==> config.mk <==
export PLATFORM = sky130hd
export DESIGN_NAME = serial_channel_protocol_datapath
export DESIGN_NICKNAME = d
export VERILOG_FILES = /design/src/core/pcs_pkg.sv /design/src/core/pcs_stream_if.sv /design/src/core/line_serdes.sv /design/src/core/serial_channel_protocol_datapath.sv /design/src/core/two_entry_buffer.sv
export VERILOG_INCLUDE_DIRS = /design/src /design/src/core
export SDC_FILE = /design/constraint.sdc
export NUM_CORES = 1
export LEC_CHECK = 0
export BUFFER_PORTS_ARGS = -buffer_cell sky130_fd_sc_hd__buf_4
export CAP_MARGIN = 25
export CORE_MARGIN = 3
export CORE_UTILIZATION = 35
export CTS_BUF_LIST = sky130_fd_sc_hd__clkbuf_4 sky130_fd_sc_hd__clkbuf_8
export CTS_CLUSTER_DIAMETER = 40
export DETAILED_ROUTE_END_ITERATION = 16
export GPL_TIMING_DRIVEN = 0
export PLACE_DENSITY = 0.6
export SETUP_SLACK_MARGIN = 0.15
export SLEW_MARGIN = 10
export SYNTH_ARGS = -nofsm -noshare
export SYNTH_HDL_FRONTEND = slang
export SYNTH_SLANG_ARGS = --single-unit
export TNS_END_PERCENT = 20
==> constraint.sdc <==
create_clock -name ref_clk -period 2.7 [get_ports ref_clk]
set_input_delay 0.27 -clock ref_clk [delete_from_list [all_inputs] [get_ports ref_clk]]
set_output_delay 0.27 -clock ref_clk [all_outputs]
set_load 0.02 [all_outputs]
==> src/core/pcs_map.svh <==
// Register offsets, field positions and counts for the channel datapath
`ifndef PCS_MAP_SVH
`define PCS_MAP_SVH
// Notes on behaviour
// - Narrow video words go through one phase buffer and the 10:1 shifter.
// - Wide video words are also split in two by a byte serializer first.
// - Video transmit only converts; scrambling and CRC come from the fabric.
// - Narrow video receive is recovery, 1:10 shifter, bit slip and a buffer.
// - Wide video receive also pairs two symbols into one word.
// - Fixed-latency mode turns both phase buffers into plain registers.
// - A phase buffer in register mode adds exactly one cycle of latency.
// - Narrow fixed-latency mode is 8 bits coded or 10 bits uncoded.
// - Wide fixed-latency mode is 16 bits coded or 20 bits uncoded.
// - Fixed-latency mode enables the channel PLL feedback path.
// - The direct path carries raw 20-bit words; coding is done in fabric.
`define OFS_CTRL 12'h000
`define OFS_STATUS 12'h004
`define OFS_TXCNT 12'h008
`define OFS_RXCNT 12'h00C
`define CTRL_MODE_LO 0
`define CTRL_MODE_HI 1
`define CTRL_DOUBLE 2
`define CTRL_CODING 3
`define CTRL_ENABLE 4
`define CTRL_RESET 5'h00
`define ST_UNDER 2
`define ST_OVER 3
`define SYM_LAST 4'h9
`endif

==> src/core/pcs_pkg.sv <==
// Types shared by the channel datapath modules
`include "pcs_map.svh"
package pcs_pkg;
  typedef enum logic [1:0] {
    MODE_VIDEO = 2'h0,
    MODE_DETLAT = 2'h1,
    MODE_DIRECT = 2'h3,
    MODE_RSVD = 2'h2
  } chan_mode_e;
  typedef enum logic {
    HALF_LOW = 1'h0,
    HALF_HIGH = 1'h1
  } half_e;
  typedef logic [9:0] sym_t;
  typedef logic [19:0] word_t;
endpackage

==> src/core/pcs_stream_if.sv <==
// Valid and ready stream between the datapath modules
`timescale 1ns/1ns
`default_nettype none
interface pcs_stream_if #(parameter int W = 20) ();
  logic valid;
  logic ready;
  logic [W-1:0] data;
  modport src (output valid, output data, input ready);
  modport snk (input valid, input data, output ready);
endinterface
`default_nettype wire

==> src/core/line_serdes.sv <==
// Ten-bit serializer and deserializer with bit-slip word boundary
`timescale 1ns/1ns
`default_nettype none
module line_serdes
  import pcs_pkg::*;
(
  // Clock and reset
  input wire logic ref_clk,
  input wire logic srst,
  // Line bit timing and data
  input wire logic bit_tick,
  input wire logic rx_bit,
  input wire logic slip,
  // Symbol streams
  pcs_stream_if.snk tx,
  pcs_stream_if.src rx,
  // Line output and events
  output logic tx_bit,
  output logic underrun
);
  logic [3:0] tcnt_q, tcnt_d, rcnt_q, rcnt_d;
  sym_t tsh_q, tsh_d, rsh_q, rsh_d, rword_q, rword_d;
  logic tbit_q, tbit_d, rv_q, rv_d, slip_q, slip_d, und_q, und_d;
  logic last;

  // Next symbol is taken on the tick that sends the last bit
  assign last = (tcnt_q == `SYM_LAST);
  assign tx.ready = bit_tick & last;
  assign rx.valid = rv_q;
  assign rx.data = rword_q;
  assign tx_bit = tbit_q;
  assign underrun = und_q;

  // Transmit shifter, bit 0 first; zeros fill a missing symbol
  always_comb begin
    tcnt_d = tcnt_q;
    tsh_d = tsh_q;
    tbit_d = tbit_q;
    und_d = 1'b0;
    if (bit_tick) begin
      tbit_d = tsh_q[0];
      tsh_d = {1'b0, tsh_q[9:1]};
      tcnt_d = tcnt_q + 4'h1;
      if (last) begin
        tcnt_d = 4'h0;
        tsh_d = tx.valid ? tx.data : 10'h000;
        und_d = ~tx.valid;
      end
    end
  end

  // Receive shifter; a slip holds the count for one bit
  always_comb begin
    rcnt_d = rcnt_q;
    rsh_d = rsh_q;
    rword_d = rword_q;
    rv_d = 1'b0;
    slip_d = slip_q | slip;
    if (bit_tick) begin
      rsh_d = {rx_bit, rsh_q[9:1]};
      if (slip_q) begin
        slip_d = slip;
      end else if (rcnt_q == `SYM_LAST) begin
        rcnt_d = 4'h0;
        rv_d = 1'b1;
        rword_d = {rx_bit, rsh_q[9:1]};
      end else begin
        rcnt_d = rcnt_q + 4'h1;
      end
    end
  end

  // State registers
  always_ff @(posedge ref_clk) begin
    if (srst) begin
      tcnt_q <= 4'h0;
      tsh_q <= 10'h000;
      tbit_q <= 1'b0;
      und_q <= 1'b0;
      rcnt_q <= 4'h0;
      rsh_q <= 10'h000;
      rword_q <= 10'h000;
      rv_q <= 1'b0;
      slip_q <= 1'b0;
    end else begin
      tcnt_q <= tcnt_d;
      tsh_q <= tsh_d;
      tbit_q <= tbit_d;
      und_q <= und_d;
      rcnt_q <= rcnt_d;
      rsh_q <= rsh_d;
      rword_q <= rword_d;
      rv_q <= rv_d;
      slip_q <= slip_d;
    end
  end
endmodule
`default_nettype wire

==> src/core/serial_channel_protocol_datapath.sv <==
// Channel datapath top: APB registers, line sampling, byte serdes, buffers
`timescale 1ns/1ns
`default_nettype none
`include "pcs_map.svh"
module serial_channel_protocol_datapath
  import pcs_pkg::*;
(
  // Clock and reset
  input wire logic ref_clk,
  input wire logic srst,
  // APB slave
  input wire logic psel,
  input wire logic penable,
  input wire logic pwrite,
  input wire logic [11:0] paddr,
  input wire logic [31:0] pwdata,
  output logic [31:0] prdata,
  output logic pready,
  output logic pslverr,
  // Fabric transmit words
  input wire word_t tx_data,
  input wire logic tx_valid,
  output logic tx_ready,
  // Fabric receive words
  output word_t rx_data,
  output logic rx_valid,
  input wire logic rx_ready,
  input wire logic rx_bitslip,
  // Line side
  input wire logic link_clk,
  input wire logic rx_serial,
  output logic tx_serial,
  // Channel PLL
  output logic pll_fb_en
);
  logic [4:0] ctrl_q, ctrl_d;
  logic [15:0] txcnt_q, txcnt_d, rxcnt_q, rxcnt_d;
  logic [7:0] slip_q, slip_d;
  logic under_q, under_d, over_q, over_d;
  logic run_q, run_d, regm_q, regm_d, pll_q, pll_d;
  logic [31:0] prdata_q, prdata_d, status;
  logic pready_q, pready_d, perr_q, perr_d;
  logic [1:0] s1_q, s2_q, s3_q, lvl_q, lvl_d;
  logic bs_prev_q, slip_req, bit_tick, underrun, rx_over;
  logic acc, wr_done, dbl, cod, path_rst;
  chan_mode_e mode;
  half_e txh_q, txh_d, rxh_q, rxh_d;
  sym_t low_q, low_d;
  logic asm_v_q, asm_v_d;
  word_t asm_w_q, asm_w_d;

  // Legal mode and width combinations
  function automatic logic cfg_ok(input chan_mode_e m, input logic d,
                                  input logic c);
    case (m)
      MODE_VIDEO: cfg_ok = ~c;
      MODE_DETLAT: cfg_ok = 1'b1;
      MODE_DIRECT: cfg_ok = d & ~c;
      default: cfg_ok = 1'b0;
    endcase
  endfunction

  // Symbol for one half of a fabric word; coding keeps the byte only
  function automatic sym_t sym_of(input word_t w, input logic c,
                                  input logic hi);
    sym_t s;
    s = hi ? w[19:10] : w[9:0];
    if (c) begin
      s = hi ? {2'h0, w[15:8]} : {2'h0, w[7:0]};
    end
    sym_of = s;
  endfunction

  // Fabric word from one or two received symbols
  function automatic word_t word_of(input sym_t hi, input sym_t lo,
                                    input logic c, input logic d);
    word_t w;
    w = d ? {hi, lo} : {10'h000, lo};
    if (c) begin
      w = d ? {4'h0, hi[7:0], lo[7:0]} : {12'h000, lo[7:0]};
    end
    word_of = w;
  endfunction

  // Control fields and datapath reset while stopped
  assign mode = chan_mode_e'(ctrl_q[`CTRL_MODE_HI:`CTRL_MODE_LO]);
  assign dbl = ctrl_q[`CTRL_DOUBLE];
  assign cod = ctrl_q[`CTRL_CODING];
  assign path_rst = srst | ~run_q;

  // Streams between the stages
  pcs_stream_if #(.W(20)) tx_fab ();
  pcs_stream_if #(.W(20)) tx_word ();
  pcs_stream_if #(.W(10)) tx_sym ();
  pcs_stream_if #(.W(10)) rx_sym ();
  pcs_stream_if #(.W(20)) rx_asm ();
  pcs_stream_if #(.W(20)) rx_out ();

  // Fabric ports onto the streams
  assign tx_fab.valid = tx_valid;
  assign tx_fab.data = tx_data;
  assign tx_ready = tx_fab.ready;
  assign rx_data = rx_out.data;
  assign rx_valid = rx_out.valid;
  assign rx_out.ready = rx_ready;
  assign rx_sym.ready = 1'b1;
  assign rx_asm.valid = asm_v_q;
  assign rx_asm.data = asm_w_q;
  assign rx_over = rx_asm.valid & ~rx_asm.ready;

  // Three-stage sampling of link clock and serial data
  always_comb begin
    for (int i = 0; i < 2; i++) begin
      lvl_d[i] = (s2_q[i] == s3_q[i]) ? s2_q[i] : lvl_q[i];
    end
  end
  assign bit_tick = lvl_d[0] & ~lvl_q[0];
  assign slip_req = rx_bitslip & ~bs_prev_q;

  always_ff @(posedge ref_clk) begin
    if (srst) begin
      s1_q <= 2'h0;
      s2_q <= 2'h0;
      s3_q <= 2'h0;
      lvl_q <= 2'h0;
      bs_prev_q <= 1'b0;
    end else begin
      s1_q <= {rx_serial, link_clk};
      s2_q <= s1_q;
      s3_q <= s2_q;
      lvl_q <= lvl_d;
      bs_prev_q <= rx_bitslip;
    end
  end

  // Transmit phase buffer, one register deep in fixed-latency mode
  two_entry_buffer u_tx_buf (
    .ref_clk(ref_clk),
    .srst(path_rst),
    .one_deep(regm_q),
    .up(tx_fab),
    .dn(tx_word)
  );

  // Receive phase buffer toward the fabric
  two_entry_buffer u_rx_buf (
    .ref_clk(ref_clk),
    .srst(path_rst),
    .one_deep(regm_q),
    .up(rx_asm),
    .dn(rx_out)
  );

  // Ten-bit line shifters
  line_serdes u_serdes (
    .ref_clk(ref_clk),
    .srst(path_rst),
    .bit_tick(bit_tick),
    .rx_bit(lvl_q[1]),
    .slip(slip_req),
    .tx(tx_sym),
    .rx(rx_sym),
    .tx_bit(tx_serial),
    .underrun(underrun)
  );

  // Byte serializer: low half first, word released after the high half
  always_comb begin
    txh_d = txh_q;
    tx_sym.valid = tx_word.valid;
    tx_sym.data = sym_of(tx_word.data, cod, txh_q == HALF_HIGH);
    tx_word.ready = tx_sym.ready & (~dbl | txh_q == HALF_HIGH);
    unique case (txh_q)
      HALF_LOW: begin
        if (dbl && tx_sym.valid && tx_sym.ready) begin
          txh_d = HALF_HIGH;
        end
      end
      HALF_HIGH: begin
        if (tx_sym.valid && tx_sym.ready) begin
          txh_d = HALF_LOW;
        end
      end
    endcase
  end

  // Byte deserializer: first symbol is the low half
  always_comb begin
    rxh_d = rxh_q;
    low_d = low_q;
    asm_v_d = 1'b0;
    asm_w_d = asm_w_q;
    if (rx_sym.valid) begin
      unique case (rxh_q)
        HALF_LOW: begin
          if (dbl) begin
            low_d = rx_sym.data;
            rxh_d = HALF_HIGH;
          end else begin
            asm_v_d = 1'b1;
            asm_w_d = word_of(10'h000, rx_sym.data, cod, 1'b0);
          end
        end
        HALF_HIGH: begin
          asm_v_d = 1'b1;
          asm_w_d = word_of(rx_sym.data, low_q, cod, 1'b1);
          rxh_d = HALF_LOW;
        end
      endcase
    end
  end

  // Byte serdes state
  always_ff @(posedge ref_clk) begin
    if (path_rst) begin
      txh_q <= HALF_LOW;
      rxh_q <= HALF_LOW;
      low_q <= 10'h000;
      asm_v_q <= 1'b0;
      asm_w_q <= 20'h0_0000;
    end else begin
      txh_q <= txh_d;
      rxh_q <= rxh_d;
      low_q <= low_d;
      asm_v_q <= asm_v_d;
      asm_w_q <= asm_w_d;
    end
  end

  // Status word: run, bad setting, stickies, register mode, feedback, slips
  assign status = {16'h0000, slip_q, 2'h0, pll_q, regm_q, over_q, under_q,
                   ctrl_q[`CTRL_ENABLE] & ~cfg_ok(mode, dbl, cod), run_q};

  // APB: read data latched in the first access cycle, write at completion
  assign acc = psel & penable & ~pready_q;
  assign wr_done = psel & penable & pready_q & pwrite & ~perr_q;

  always_comb begin
    ctrl_d = ctrl_q;
    txcnt_d = txcnt_q;
    rxcnt_d = rxcnt_q;
    slip_d = slip_q;
    under_d = under_q;
    over_d = over_q;
    prdata_d = prdata_q;
    perr_d = 1'b0;
    pready_d = acc;
    if (acc) begin
      perr_d = 1'b0;
      case (paddr)
        `OFS_CTRL: prdata_d = {27'h000_0000, ctrl_q};
        `OFS_STATUS: prdata_d = status;
        `OFS_TXCNT: prdata_d = {16'h0000, txcnt_q};
        `OFS_RXCNT: prdata_d = {16'h0000, rxcnt_q};
        default: begin
          prdata_d = 32'h0000_0000;
          perr_d = 1'b1;
        end
      endcase
    end
    if (wr_done && paddr == `OFS_CTRL) begin
      ctrl_d = pwdata[4:0];
    end
    if (wr_done && paddr == `OFS_STATUS) begin
      under_d = under_q & ~pwdata[`ST_UNDER];
      over_d = over_q & ~pwdata[`ST_OVER];
    end
    // Hardware events win over a clear in the same cycle
    if (underrun) begin
      under_d = 1'b1;
    end
    if (rx_over) begin
      over_d = 1'b1;
    end
    if (tx_fab.valid && tx_fab.ready) begin
      txcnt_d = txcnt_q + 16'h0001;
    end
    if (rx_out.valid && rx_out.ready) begin
      rxcnt_d = rxcnt_q + 16'h0001;
    end
    if (slip_req) begin
      slip_d = slip_q + 8'h01;
    end
  end

  // Run, register mode and PLL feedback follow the control word
  always_comb begin
    run_d = ctrl_q[`CTRL_ENABLE] & cfg_ok(mode, dbl, cod);
    regm_d = run_d & (mode == MODE_DETLAT);
    pll_d = regm_q;
  end

  // Register file and bus answer
  always_ff @(posedge ref_clk) begin
    if (srst) begin
      ctrl_q <= `CTRL_RESET;
      txcnt_q <= 16'h0000;
      rxcnt_q <= 16'h0000;
      slip_q <= 8'h00;
      under_q <= 1'b0;
      over_q <= 1'b0;
      run_q <= 1'b0;
      regm_q <= 1'b0;
      pll_q <= 1'b0;
      prdata_q <= 32'h0000_0000;
      pready_q <= 1'b0;
      perr_q <= 1'b0;
    end else begin
      ctrl_q <= ctrl_d;
      txcnt_q <= txcnt_d;
      rxcnt_q <= rxcnt_d;
      slip_q <= slip_d;
      under_q <= under_d;
      over_q <= over_d;
      run_q <= run_d;
      regm_q <= regm_d;
      pll_q <= pll_d;
      prdata_q <= prdata_d;
      pready_q <= pready_d;
      perr_q <= perr_d;
    end
  end

  assign prdata = prdata_q;
  assign pready = pready_q;
  assign pslverr = perr_q; // Error flop is high only in the answer cycle
  assign pll_fb_en = pll_q;
endmodule
`default_nettype wire

==> src/core/two_entry_buffer.sv <==
// Two-entry phase buffer, or a single register when one_deep is set
`timescale 1ns/1ns
`default_nettype none
module two_entry_buffer
  import pcs_pkg::*;
(
  // Clock and reset
  input wire logic ref_clk,
  input wire logic srst,
  // Register mode
  input wire logic one_deep,
  // Streams
  pcs_stream_if.snk up,
  pcs_stream_if.src dn
);
  logic [19:0] mem_q [0:1];
  logic [19:0] mem_d [0:1];
  logic [1:0] cnt_q, cnt_d;
  logic rdy_q, rdy_d, vld_q, vld_d;
  logic push, pop;

  // Handshakes and registered flags
  assign push = up.valid & rdy_q;
  assign pop = vld_q & dn.ready;
  assign up.ready = rdy_q;
  assign dn.valid = vld_q;
  assign dn.data = mem_q[0];

  // Entry 0 is the head that faces the drain side
  always_comb begin
    cnt_d = cnt_q;
    mem_d[0] = mem_q[0];
    mem_d[1] = mem_q[1];
    case ({push, pop})
      2'b10: begin
        mem_d[cnt_q[0]] = up.data;
        cnt_d = cnt_q + 2'h1;
      end
      2'b01: begin
        mem_d[0] = mem_q[1];
        cnt_d = cnt_q - 2'h1;
      end
      2'b11: begin
        if (cnt_q == 2'h1) begin
          mem_d[0] = up.data;
        end else begin
          mem_d[0] = mem_q[1];
          mem_d[1] = up.data;
        end
      end
      default: begin
      end
    endcase
    vld_d = (cnt_d != 2'h0);
    rdy_d = one_deep ? (cnt_d == 2'h0) : (cnt_d != 2'h2);
  end

  // State registers
  always_ff @(posedge ref_clk) begin
    if (srst) begin
      cnt_q <= 2'h0;
      rdy_q <= 1'b0;
      vld_q <= 1'b0;
      mem_q[0] <= 20'h0_0000;
      mem_q[1] <= 20'h0_0000;
    end else begin
      cnt_q <= cnt_d;
      rdy_q <= rdy_d;
      vld_q <= vld_d;
      mem_q[0] <= mem_d[0];
      mem_q[1] <= mem_d[1];
    end
  end
endmodule
`default_nettype wire

# == Word-level counts from Yosys, hierarchy flattened ==
# Memory sizes are Yosys's and may differ from the RTL's.
# Index checks and enable logic that the tools add are counted.
# word_totals
n_memories,2
regBits,176
wordCells,201
out_inout_bits,58
input_bits,74
ramBits,80
# op_classes
n_reduce_logical,26
add_sub_neg,9
n_eq_ne,20
bitwise,48
order_cmp,4
n_mux,54
# memory_table
name,words,width,read_ports,rd_clocked_by_memory_dff,wr,line_no,text
u_rx_buf.mem_q,2,20,2,0,2,two_entry_buffer.sv:16,logic [19:0] mem_q [0:1];
u_tx_buf.mem_q,2,20,2,0,2,two_entry_buffer.sv:16,
# ops
op,n
20-bit two-way mux,12
20-bit case mux with 2 select lines,3
20-bit case mux with 3 select lines,2
40-bit bitwise mux,2
16-bit case mux with 4 select lines,1
10-bit two-way mux,5
20-bit demux with 1-bit select,2
"16-bit by 1-bit adder with 16-bit output, second input constant",2
"12-bit by 4-bit equality test with 1-bit output, second input constant",2
1-bit bitwise AND,20
1-bit NOT,19
1-bit two-way mux,18
"12-bit by 3-bit equality test with 1-bit output, second input constant",1
12-bit zero test,1
"2-bit by 1-bit equality test with 1-bit output, second input constant",5
"2-bit equality test, second input constant",5
1-bit logical AND,9
"4-bit by 1-bit adder with 4-bit output, second input constant",2
"8-bit by 1-bit adder with 8-bit output, second input constant",1
"4-bit equality test, second input constant",2
4-bit two-way mux,2
8-bit two-way mux,1
2-bit case mux with 2 select lines,2
2-bit nonzero test,4
16 further kinds,38

# == Longest topological paths before layout ==
# Gate-level depths: netlist (run 1).
# depth
word_depth,10
mapped_depth,11
mapped_depth_nobuf,8

# == Modules after synthesis ==
# A second synthesis (run 1) with hierarchy kept.
# hier_totals
hier_cells,1318
area_unflattened_um2,12238.0
# modules_own_cells
module,instances,cells_each,seq_area_each_um2,area_each_um2
two_entry_buffer,2,298,880.8,2732.6
serial_channel_protocol_datapath,1,537,2202.1,5053.6
line_serdes,1,185,820.8,1719.1

# == Least setup slack after synthesis (run 1) ==
# OpenSTA, ideal clock, no wires.
# synth_path
kind,flip-flop to flip-flop
startpoint,reg u_serdes.tcnt_q[2]
endpoint,mem u_tx_buf.mem_q[0][10]
path_buffers,3
setup_ns,0.117
period_less_slack_ns,2.673
arrival_time_ns,2.555
setup_slack_ns,0.027
path_stages_with_launch,11
required_ns,2.583
cell_sequence,dfxtp_1 > nand4bb_1 > buf_2 > nor3_1 > inv_1 > clkbuf_1 > ha_1 > o41ai_1 > nor2_1 > clkbuf_1 > a32o_1
# synth_rtl
item,line_no,text
from (decl),line_serdes.sv:21,"logic [3:0] tcnt_q, tcnt_d, rcnt_q, rcnt_d;"
from (signal assigned),line_serdes.sv:86,tcnt_q <= tcnt_d;
to (decl),two_entry_buffer.sv:16,

==> results.cfg, run 1 <==
[power_and_ir_drop]
p_leak_uw = 0.00485
ir_worst_vdd_uv = 406
p_per_area_mw_per_mm2 = 579

[timing]
period_needed_ns = 2.44
drv_slew = 0
worst_slew_pin_slew_ns = 0.817
relSlewSlack = 0.448
setup_violations = 0
rsz0062_at_grt = yes
setup_tns_ns = 0
period_share = 0.903
clock_skew_ns = 0.0238
finalHoldViolCount = 0
max_freq_mhz = 410

[logic_synthesis]
synth_flop_cell = dfxtp_1
synth_seq_cells = 239
syn_area_per_cell_sq_um = 9.26
yosysSeqAreaShare = 0.457
yosys_warnings = 0
syn_inst = 1131
synthesis.area_sq_mm = 0.0105
yosys-top-cells-area = dfxtp_1, mux2i_1, nor2_1
synth_top_area_frac = 0.457
synthArstFlopShare = 0
synth_top_cell_by_area = dfxtp_1
synth_edf_count = 0
ys_types = 55

[layout]
final_common_cell = dfxtp_1
antenna_cells = 0
fin_cells = 1727
layout-drive-gt1-share = 0.182
final_cell_mix = dfxtp_1, nor2_1, buf_4
nets = 1399
syn_to_final_growth_pct = 24.4

[cts]
clk_pin_slew_worst_paths_ns = 0.06
clockRootBuffer = clkbuf_8
clockBufferDepth = 3
clk_latency_ns = 0.55
cts_sinks = 239
cts_max_level = 2
cts_made_buffers = 45
cts_tree = done

[job]
drv_cap = 0

[critical_path]
crit_arrival_ns = 2.87
worstReg2RegEnd = u_tx_buf.mem_q[0][10]
crit_slowest_cell = dfxtp_1
r2r_cells = 9
r2r_slack_ns = 0.26
critPathTopFamily = simple AND/OR/NAND/NOR gates
max_stage_delay_ns = 0.40
startpoint_type = flop
timing.rr.start = u_serdes.tcnt_q[2]
setup.worst_path.end_class = flop
critPathKind = flop to flop
cp_num_buf_inv = 2
cp_cell_sequence = nand4bb_1, clkbuf_4, nor3_4, ha_1, nor2b_1, or2_2, buf_2, a22o_1, a32o_1
path_max_fanout = 10
worstPathRequired_ns = 3.13

[die]
die_area_sq_mm = 0.0320
rows = 62
core_region_area_sq_mm = 0.0291
die_h_um = 179
num_io_pins = 132
die-width_um = 179
initial_core_util = 0.360

[status]
status = completed

[global_routing]
grtUsageTotal = 0.161
grt_pass1_vias = 8340
antenna_found_initial = 0
grt_max_degree = 13
grt_overflow = 0
grt_pass1_wl_mm = 42.3

[min_path]
hp-start = paddr[11]
whs_path_depth = 3
hold_path_end = pslverr
hp-class = input pin to flop

[route]
dr.pass1.iters = 5
wl_met2_mm = 11.5
wl_mm = 25.5
drc = 0
drt_iter0_drc = 423
drtAntennaViolNets = 0
dr_wl_met3_mm = 1.13
num_vias = 8547
routed.top_layer = met4
drt-wirelength-per-cell_um = 14.7
wl_met1_mm = 12.3
vias_per_cell = 4.95

[place]
place.gp.congestion = 0.819
dp.cells = 1617
dpl.hpwl_mm = 18.4
io_buffers = 87
area by class of cell:
cell class / count / area (sq um)
Clock buffer: 68 / 855
Clock inverter: 10 / 119
Multi-Input combinational cell: 768 / 5120
Inverter: 32 / 120
Sequential cell: 239 / 4790
Tap cell: 384 / 480
Buffer: 106 / 569
Timing Repair Buffer: 120 / 973
Fill cell: 2856 / 16100
worst reg2reg max path: stages (launching register included):
cell and delay, ns:
dfxtp_1 0.40, nand4bb_1 0.15, clkbuf_4 0.21, nor3_4 0.07
ha_1 0.22, nor2b_1 0.16, or2_2 0.39, buf_2 0.22
a22o_1 0.25, a32o_1 0.25
metal layers:
metal / global-route usage / vias to the layer above
met5: 0 / -
met4: 0.0484 / 0
li1: - / 4344
met2: 0.258 / 163
met3: 0.0311 / 46
met1: 0.220 / 3994
sequential cells by signal, summed over array words and instances, names as in the netlist, 10 cells and up:
name / count
u_serdes.rx.data: 10
txcnt_q: 16
u_rx_buf.mem_q: 40
asm_w_q: 20
u_serdes.tsh_q: 10
low_q: 10
rxcnt_q: 16
prdata: 16
u_tx_buf.mem_q: 40
cell usage after synthesis (5+ instances only):
cell type / n
a21oi_1: 61
nor3_1: 6
dfxtp_1: 239
nor4_1: 5
ha_1: 13
a22oi_1: 28
nor2_1: 162
o2bb2ai_1: 17
mux2i_1: 109
and3_1: 7
buf_4: 36
o21ai_0: 42
xor2_1: 20
nor2b_1: 19
or2_2: 6
or4_1: 10
inv_1: 32
o31ai_1: 8
buf_1: 5
or3_1: 5
nand2b_1: 17
and4_1: 5
nand2_1: 54
a22o_1: 28
clkbuf_1: 61
nand4_1: 11
xnor2_1: 10
nand3_1: 23
a32o_1: 19
a211oi_1: 30
where the power goes:
group	internal, uW	switching [uW]
clock	2220	1520
combinational	128	119
sequential	3540	6.93
total	5880	1650
kinds of logic (layout without fill, tap and decap cells):
kind of cell | count (synthesis) | in the layout | synth area share
simple gates | 349 | 349 | 0.160
xor+xnor | 30 | 30 | 0.0251
mux | 116 | 116 | 0.116
flops | 239 | 239 | 0.457
compound gates | 244 | 244 | 0.161
buf+inv | 139 | 336 | 0.0645
other cells | 1 | 16 | 0.000358
fa+ha+maj | 13 | 13 | 0.0155
timing repair:
item,4_1_cts,5_1_grt
pin swaps,3,3
cloned,0,0
gates resized for setup,16,13
endpoints found under the setup margin,42,63
hold buffers,29,0
buffers inserted,1,3
hold endpoints to repair,29,0
how the worst max path moves through the flow:
stage | from | to | slack (ns) | depth (start not counted)
2_1_floorplan | u_serdes.tcnt_q[2] | u_tx_buf.mem_q[0][10] | 0.21 | 10
3_3_place_gp | ctrl_q[2] | u_tx_buf.mem_q[0][16] | -0.53 | 10
3_5_place_dp | ctrl_q[2] | u_tx_buf.mem_q[0][16] | -0.59 | 10
4_1_cts | u_serdes.tcnt_q[2] | u_tx_buf.mem_q[0][16] | 0.18 | 11
5_1_grt | u_rx_buf.dn.valid | u_rx_buf.mem_q[0][3] | 0.05 | 8
6_report | u_serdes.tcnt_q[2] | u_tx_buf.mem_q[0][10] | 0.26 | 9
through the flow:
step | total power (uW) | instance area [sq um] | hold slack [ns] | utilization | worst slack (ns)
2_1_floorplan | 3740 | 10500 | 0.398 | - | 0.214
3_3_place_gp | 3830 | 11700 | 0.418 | 0.401 | -0.530
3_5_place_dp | 3830 | 11700 | 0.430 | 0.401 | -0.593
4_1_cts | 7650 | 13000 | 0.000137 | 0.447 | 0.179
5_1_grt | 7850 | 13000 | 0.0329 | 0.448 | 0.0462
6_report | 7540 | 13000 | 0.0207 | 0.448 | 0.261
(Power assumes the default switching activity.)
==> run 2: changes to the inputs <==
Clock period 2.7 ns to 2.2 ns, I/O delays scaled along.
==> run 2 against run 1 <==
  * The flow now finishes with violations (setup timing)
  * Worst setup slack lost 0.32 ns
  * Design area grew 1.6%
  * Via count grew 0.89%
  * Clock skew shrank 0.0028 ns
  * Non-clock buffer count grew 12
  * Flip-flop and latch count is the same
  * Critical path depth grew 2
  * Core utilization grew 0.73 points
  * Sequential power grew 23%
  * Power grew 18%
  * Final cell count grew 0.46%
  * Critical path type unchanged
  * Largest cell class unchanged
  * Largest power group is now registers
  * Highest routed layer unchanged
==> results.cfg, run 2 (synthesized netlist as in run 1, its figures left out) <==
[timing]
drv_slew = 0
worst_slew_pin_slew_ns = 0.806
finalHoldViolCount = 0
period_needed_ns = 2.26
rsz0062_at_grt = yes
max_freq_mhz = 443
setup_violations = 20
period_share = 1.03
relSlewSlack = 0.458
clock_skew_ns = 0.0210
final.setup.worst_slack_ns = -0.0587

[critical_path]
critPathTopFamily = simple AND/OR/NAND/NOR gates
worstReg2RegEnd = u_tx_buf.mem_q[0][5]
cp_cell_sequence = nand4bb_1, buf_6, nor3_4, inv_2, buf_8, ha_4, or2_4, o41ai_4, nor2_4, buf_12, a32o_1
max_stage_delay_ns = 0.33
cp_num_buf_inv = 4
critPathKind = flop to flop
r2r_slack_ns = -0.06
r2r_cells = 11
startpoint_type = flop
path_max_fanout = 9
critPathLaunch = u_serdes.tcnt_q[2]
worstPathRequired_ns = 2.62
crit_slowest_cell = dfxtp_2
crit_arrival_ns = 2.68
timing.rr.start = u_serdes.tcnt_q[2]
setup.worst_path.end_class = flop
cp_num_cells = 11

[place]
io_buffers = 87
pre_cts_ws_ns = -0.620
placed_cell_area_sq_mm = 0.0117
dpl.hpwl_mm = 18.4
place.gp.congestion = 0.802

[global_routing]
grt_overflow = 0
grt_util_met3 = 0.0269
grt_max_degree = 13
antenna_found_initial = 0
grtUsageTotal = 0.160
use_met1 = 0.222
grt_pass1_vias = 8198
busiest_layer = met2
grt_pass1_wl_mm = 42.1
grt_use_met2 = 0.257

[min_path]
whs_path_depth = 4
hold_path_end = txcnt_q[1]
hp-class = input pin to flop
hp-start = tx_valid

[route]
vias_per_cell = 4.97
drt_iter0_drc = 481
drt-wirelength-per-cell_um = 15.0
drtAntennaViolNets = 0
num_vias = 8623
dr.pass1.iters = 5
wl_mm = 26.0
drc = 0

[cts]
cts_max_level = 2
clk_pin_slew_worst_paths_ns = 0.06
clk_latency_ns = 0.55
clockBufferDepth = 3
cts_tree = done
clockRootBuffer = clkbuf_8
cts_sinks = 239
cts_made_buffers = 42

[layout]
final_cell_mix = dfxtp_1, nor2_1, buf_4
reg_top3 = u_rx_buf.mem_q (40), u_tx_buf.mem_q (40), asm_w_q (20)
stdcell_area_sq_mm = 0.0132
nets = 1408
antenna_cells = 0
syn_to_final_growth_pct = 26.4
layout-drive-gt1-share = 0.212
final_common_cell = dfxtp_1

[power_and_ir_drop]
ir_worst_vdd_uv = 373
p_per_area_mw_per_mm2 = 671
p_leak_uw = 0.00497
p_total_uw = 8870

[die]
num_io_pins = 132
core_region_area_sq_mm = 0.0291
rows = 62
die_h_um = 179
initial_core_util = 0.360
die-width_um = 179
die_area_sq_mm = 0.0320

[status]
violations = setup timing
status = finished with violations

[job]
drv_cap = 0
-- run 2: cell count changes in the layout (fill, tap and decap cells not counted), sizes merged --
cell,previous run,this run
clkinv,4,3
inv,34,33
dlygate4sd3,29,31
buf,140,150
bufinv,2,0
-- run 2: how the worst max path moves through the flow --
stage / slack [ns] / to
floorplan: -0.04 / u_tx_buf.mem_q[0][10]
CTS: -0.03 / u_tx_buf.mem_q[0][10]
detailed placement: -0.62 / u_tx_buf.mem_q[0][10]
global route: -0.13 / u_tx_buf.mem_q[0][1]
finish: -0.06 / u_tx_buf.mem_q[0][5]
global placement: -0.56 / u_tx_buf.mem_q[0][14]
-- run 2: tightest hold or removal path, stage by stage --
cell and delay (ns):
buf_4 0.11, nand2_4 0.08, nand2_1 0.07, a21oi_1 0.05
-- run 2: what timing repair did --
action | in CTS | in global routing
cloned | 1 | 1
pin swaps | 14 | 1
hold buffers | 31 | 0
endpoints found under the hold margin | 29 | 0
setup endpoints to repair | 103 | 115
resized for setup | 44 | 34
setup buffers | 10 | 1
-- run 2: per-stage QoR --
| stage | util | hold WS (ns) | setup TNS, ns | std cells |
|---|---|---|---|---|
| floorplan | - | 0.348 | -0.956 | 1146 |
| global placement | 0.404 | 0.416 | -25.77 | 1617 |
| detailed placement | 0.404 | 0.433 | -29.51 | 1617 |
| CTS | 0.452 | 0.0210 | -0.117 | 1733 |
| global route | 0.455 | 0.0641 | -2.20 | 1735 |
| finish | 0.455 | 0.0571 | -0.818 | 1735 |
-- run 2: area by class of cell --
type | instances | area (sq um)
Clock buffer | 68 | 836
Timing Repair Buffer | 131 | 1080
Inverter | 32 | 120
Clock inverter | 6 | 52.6
Sequential cell | 239 | 4800
Multi-Input combinational cell | 768 | 5190
Fill cell | 2847 | 15900
Tap cell | 384 | 480
Buffer | 107 | 678
-- run 2: power by group --
group          switching (uW)  leakage [uW]  internal [uW]
Sequential               7.95       0.00193           4340
Clock                    1800      0.000469           2420
Combinational             147       0.00257            159
-- run 2: routing by layer --
layer	up-vias	wire, um	part of all wire
li1	4379	-	-
met2	178	11900	0.46
met1	4023	12500	0.48
met3	43	1170	0.045
met5	-	0	0
met4	0	467	0.018
==> run 3: changes to the inputs <==
Settings changed: ABC_AREA set to 1, PLACE_DENSITY 0.6 to 0.59.
==> run 3 against run 2 <==
  * The flow now finishes without violations
  * Power rose by 4.0%
  * Sequential share of layout area shrank 2.0 points
  * Critical endpoint is now u_tx_buf.dn.valid
  * Count of clock-buffer cells in the layout down 3
  * Critical path depth is 2 higher
==> results.cfg, run 3 <==
[timing]
max_freq_mhz = 502
period_share = 0.905
relSlewSlack = 0.497
clock_skew_ns = 0.0381
rsz0062_at_grt = yes
setup_violations = 0
hold_ws_ns = 0.0508
period_needed_ns = 1.99
worst_slew_pin_slew_ns = 0.755
setup_tns_ns = 0
finalHoldViolCount = 0
drv_slew = 0

[global_routing]
grtUsageTotal = 0.176
antenna_found_initial = 0
grt_max_degree = 13
grt_pass1_wl_mm = 49.1
grt_pass1_vias = 9723
grt_overflow = 0

[die]
num_io_pins = 132
rows = 64
die_area_sq_mm = 0.0340
die_h_um = 185
die-width_um = 185
core_region_area_sq_mm = 0.0310
initial_core_util = 0.360

[place]
dpl.hpwl_mm = 22.4
io_buffers = 88
dp.cells = 2085
place.gp.congestion = 0.855

[route]
drtAntennaViolNets = 0
wl_mm = 30.5
drt-wirelength-per-cell_um = 13.8
dr.pass1.iters = 6
drt_iter0_drc = 879
drc = 0
num_vias = 10700
vias_per_cell = 4.85

[logic_synthesis]
synth_commonest_cells = nand2_1, dfxtp_1, nor2_1
ys_types = 49
yosysSeqAreaShare = 0.429
syn_area_per_cell_sq_um = 7.03
synthesis.area_sq_mm = 0.0112
synthArstFlopShare = 0
synth_edf_count = 0
synth_flop_cell = dfxtp_1
syn_inst = 1586
yosys-top-cells-area = dfxtp_1, nand2_1, o21ai_0
synth_seq_cells = 239
synth_top_cell_by_area = dfxtp_1
synth_top_area_frac = 0.429
yosysMostFrequentCell = nand2_1
yosys_warnings = 0

[layout]
final_common_cell = nand2_1
fin_cells = 2207
layout-drive-gt1-share = 0.172
nets = 1871
reg_top3 = u_rx_buf.mem_q (40), u_tx_buf.mem_q (40), asm_w_q (20)
syn_to_final_growth_pct = 25.6
final_core_util = 0.452
final_cell_mix = nand2_1, dfxtp_1, nor2_1

[cts]
clockBufferDepth = 3
cts_max_level = 2
cts_made_buffers = 44
cts_tree = done
cts_sinks = 239
clockRootBuffer = clkbuf_8
clk_pin_slew_worst_paths_ns = 0.06
clk_latency_ns = 0.56

[critical_path]
startpoint_type = flop
endpoint = u_tx_buf.dn.valid
r2r_slack_ns = 0.21
max_stage_delay_ns = 0.34
setup.worst_path.end_class = flop
worstReg2RegEnd = u_tx_buf.dn.valid
crit_path_frequent_cell = a21oi_1
path_max_fanout = 11
timing.rr.start = s2_q[0]
crit_slowest_cell = dfxtp_2
worstPathRequired_ns = 2.65
critPathKind = flop to flop
crit_arrival_ns = 2.44
r2r_cells = 13
critPathLaunch = s2_q[0]
cp_cell_sequence = nand2_2, nor2_4, clkinv_4, nor2_8, nand2_4, inv_8, ha_4, inv_1, o21ai_1, a21oi_1, a21oi_2, buf_4, a21oi_1

[power_and_ir_drop]
p_total_uw = 9230
sw_frac_of_total = 0.217
p_leak_uw = 0.00558
clkPwrFrac = 0.496
combPwrFrac = 0.033
p_per_area_mw_per_mm2 = 659
p_sw_uw = 2000
seq_power_share = 0.471
ir_worst_vdd_uv = 527
p_int_uw = 7220

[min_path]
hp-class = input pin to flop

[job]
drv_cap = 0

[status]
status = completed
[run 3: cell count changes in the layout (fill, tap and decap cells not counted), sizes merged, moves of 24 or more]
cell,delta
a211oi,-26
a21oi,+88
a22o,-28
a22oi,-28
buf,+27
inv,+133
mux2i,-104
nand2,+252
nand3,+106
nor2,+24
o21ai,+131
[run 3: power by group through the flow]
stage | Combinational [uW] | Clock, uW | Sequential, uW
2_1_floorplan | 137 | 0 | 4440
3_3_place_gp | 256 | 0 | 4440
3_5_place_dp | 259 | 0 | 4440
4_1_cts | 300 | 4700 | 4350
5_1_grt | 336 | 4890 | 4350
6_report | 304 | 4570 | 4350
[run 3: metrics by stage]
step	worst slack [ns]	instance area, sq um
floorplan	0.142	11200
global placement	-0.657	12400
CTS	0.143	13900
global route	0.0470	14000
detailed placement	-0.654	12400
finish	0.210	14000
[run 3: cell families after synthesis]
kind of cell,after synthesis,synth area share
other,1,0.000336
adder cells (fa/ha/maj),13,0.0146
XOR/XNOR,3,0.00236
multiplexers,5,0.00449
AO/OA/AOI/OAI,393,0.192
flip-flops,239,0.429
buffers and inverters,285,0.113
AND/OR/NAND/NOR,647,0.244
[run 3: how the worst min path moves through the flow]
stage | startpoint | end | slack [ns] | depth (start not counted)
global route | rx_ready | rxcnt_q[11] | 0.06 | 4
finish | rx_ready | rxcnt_q[15] | 0.05 | 4
floorplan | srst | pready | 0.30 | 1
CTS | rx_ready | rxcnt_q[15] | 0.02 | 4
detailed placement | s1_q[0] | s2_q[0] | 0.39 | 2
global placement | s1_q[0] | s2_q[0] | 0.39 | 2
[run 3: per-layer routing]
metal,part of all wire,vias up,wire length (um),GRT usage
met1,0.49,4850,15100,0.247
met4,0.019,0,589,0.0523
li1,-,5570,-,-
met2,0.45,227,13600,0.280
met3,0.041,51,1260,0.0247
met5,0,-,0,0
[run 3: timing repair]
item,in CTS,in global routing
resized for setup,51,46
gates cloned,2,0
endpoints found under the hold margin,31,0
pin swaps,6,6
setup buffers,11,7
hold buffers,29,0
setup endpoints to repair,81,83
[run 3: area by class of cell]
type                    instances  area [sq um]
diodes                          1          2.50
plain buffers                 115           699
clock buffers                  65           826
clock inverters                 7           126
fillers                      3175         17000
inverters                     170           662
multi-input cells            1077          5290
flip-flops and latches        239          4790
well taps                     396           495
repair buffers                137          1110
[run 3: worst max-delay path, delay by kind of cell, from the launching register on]
family	cells	cell delay [ns]
flops	1	0.34
simple gates	4	0.44
compound gates	4	0.45
fa+ha+maj	1	0.20
buf+inv	4	0.45
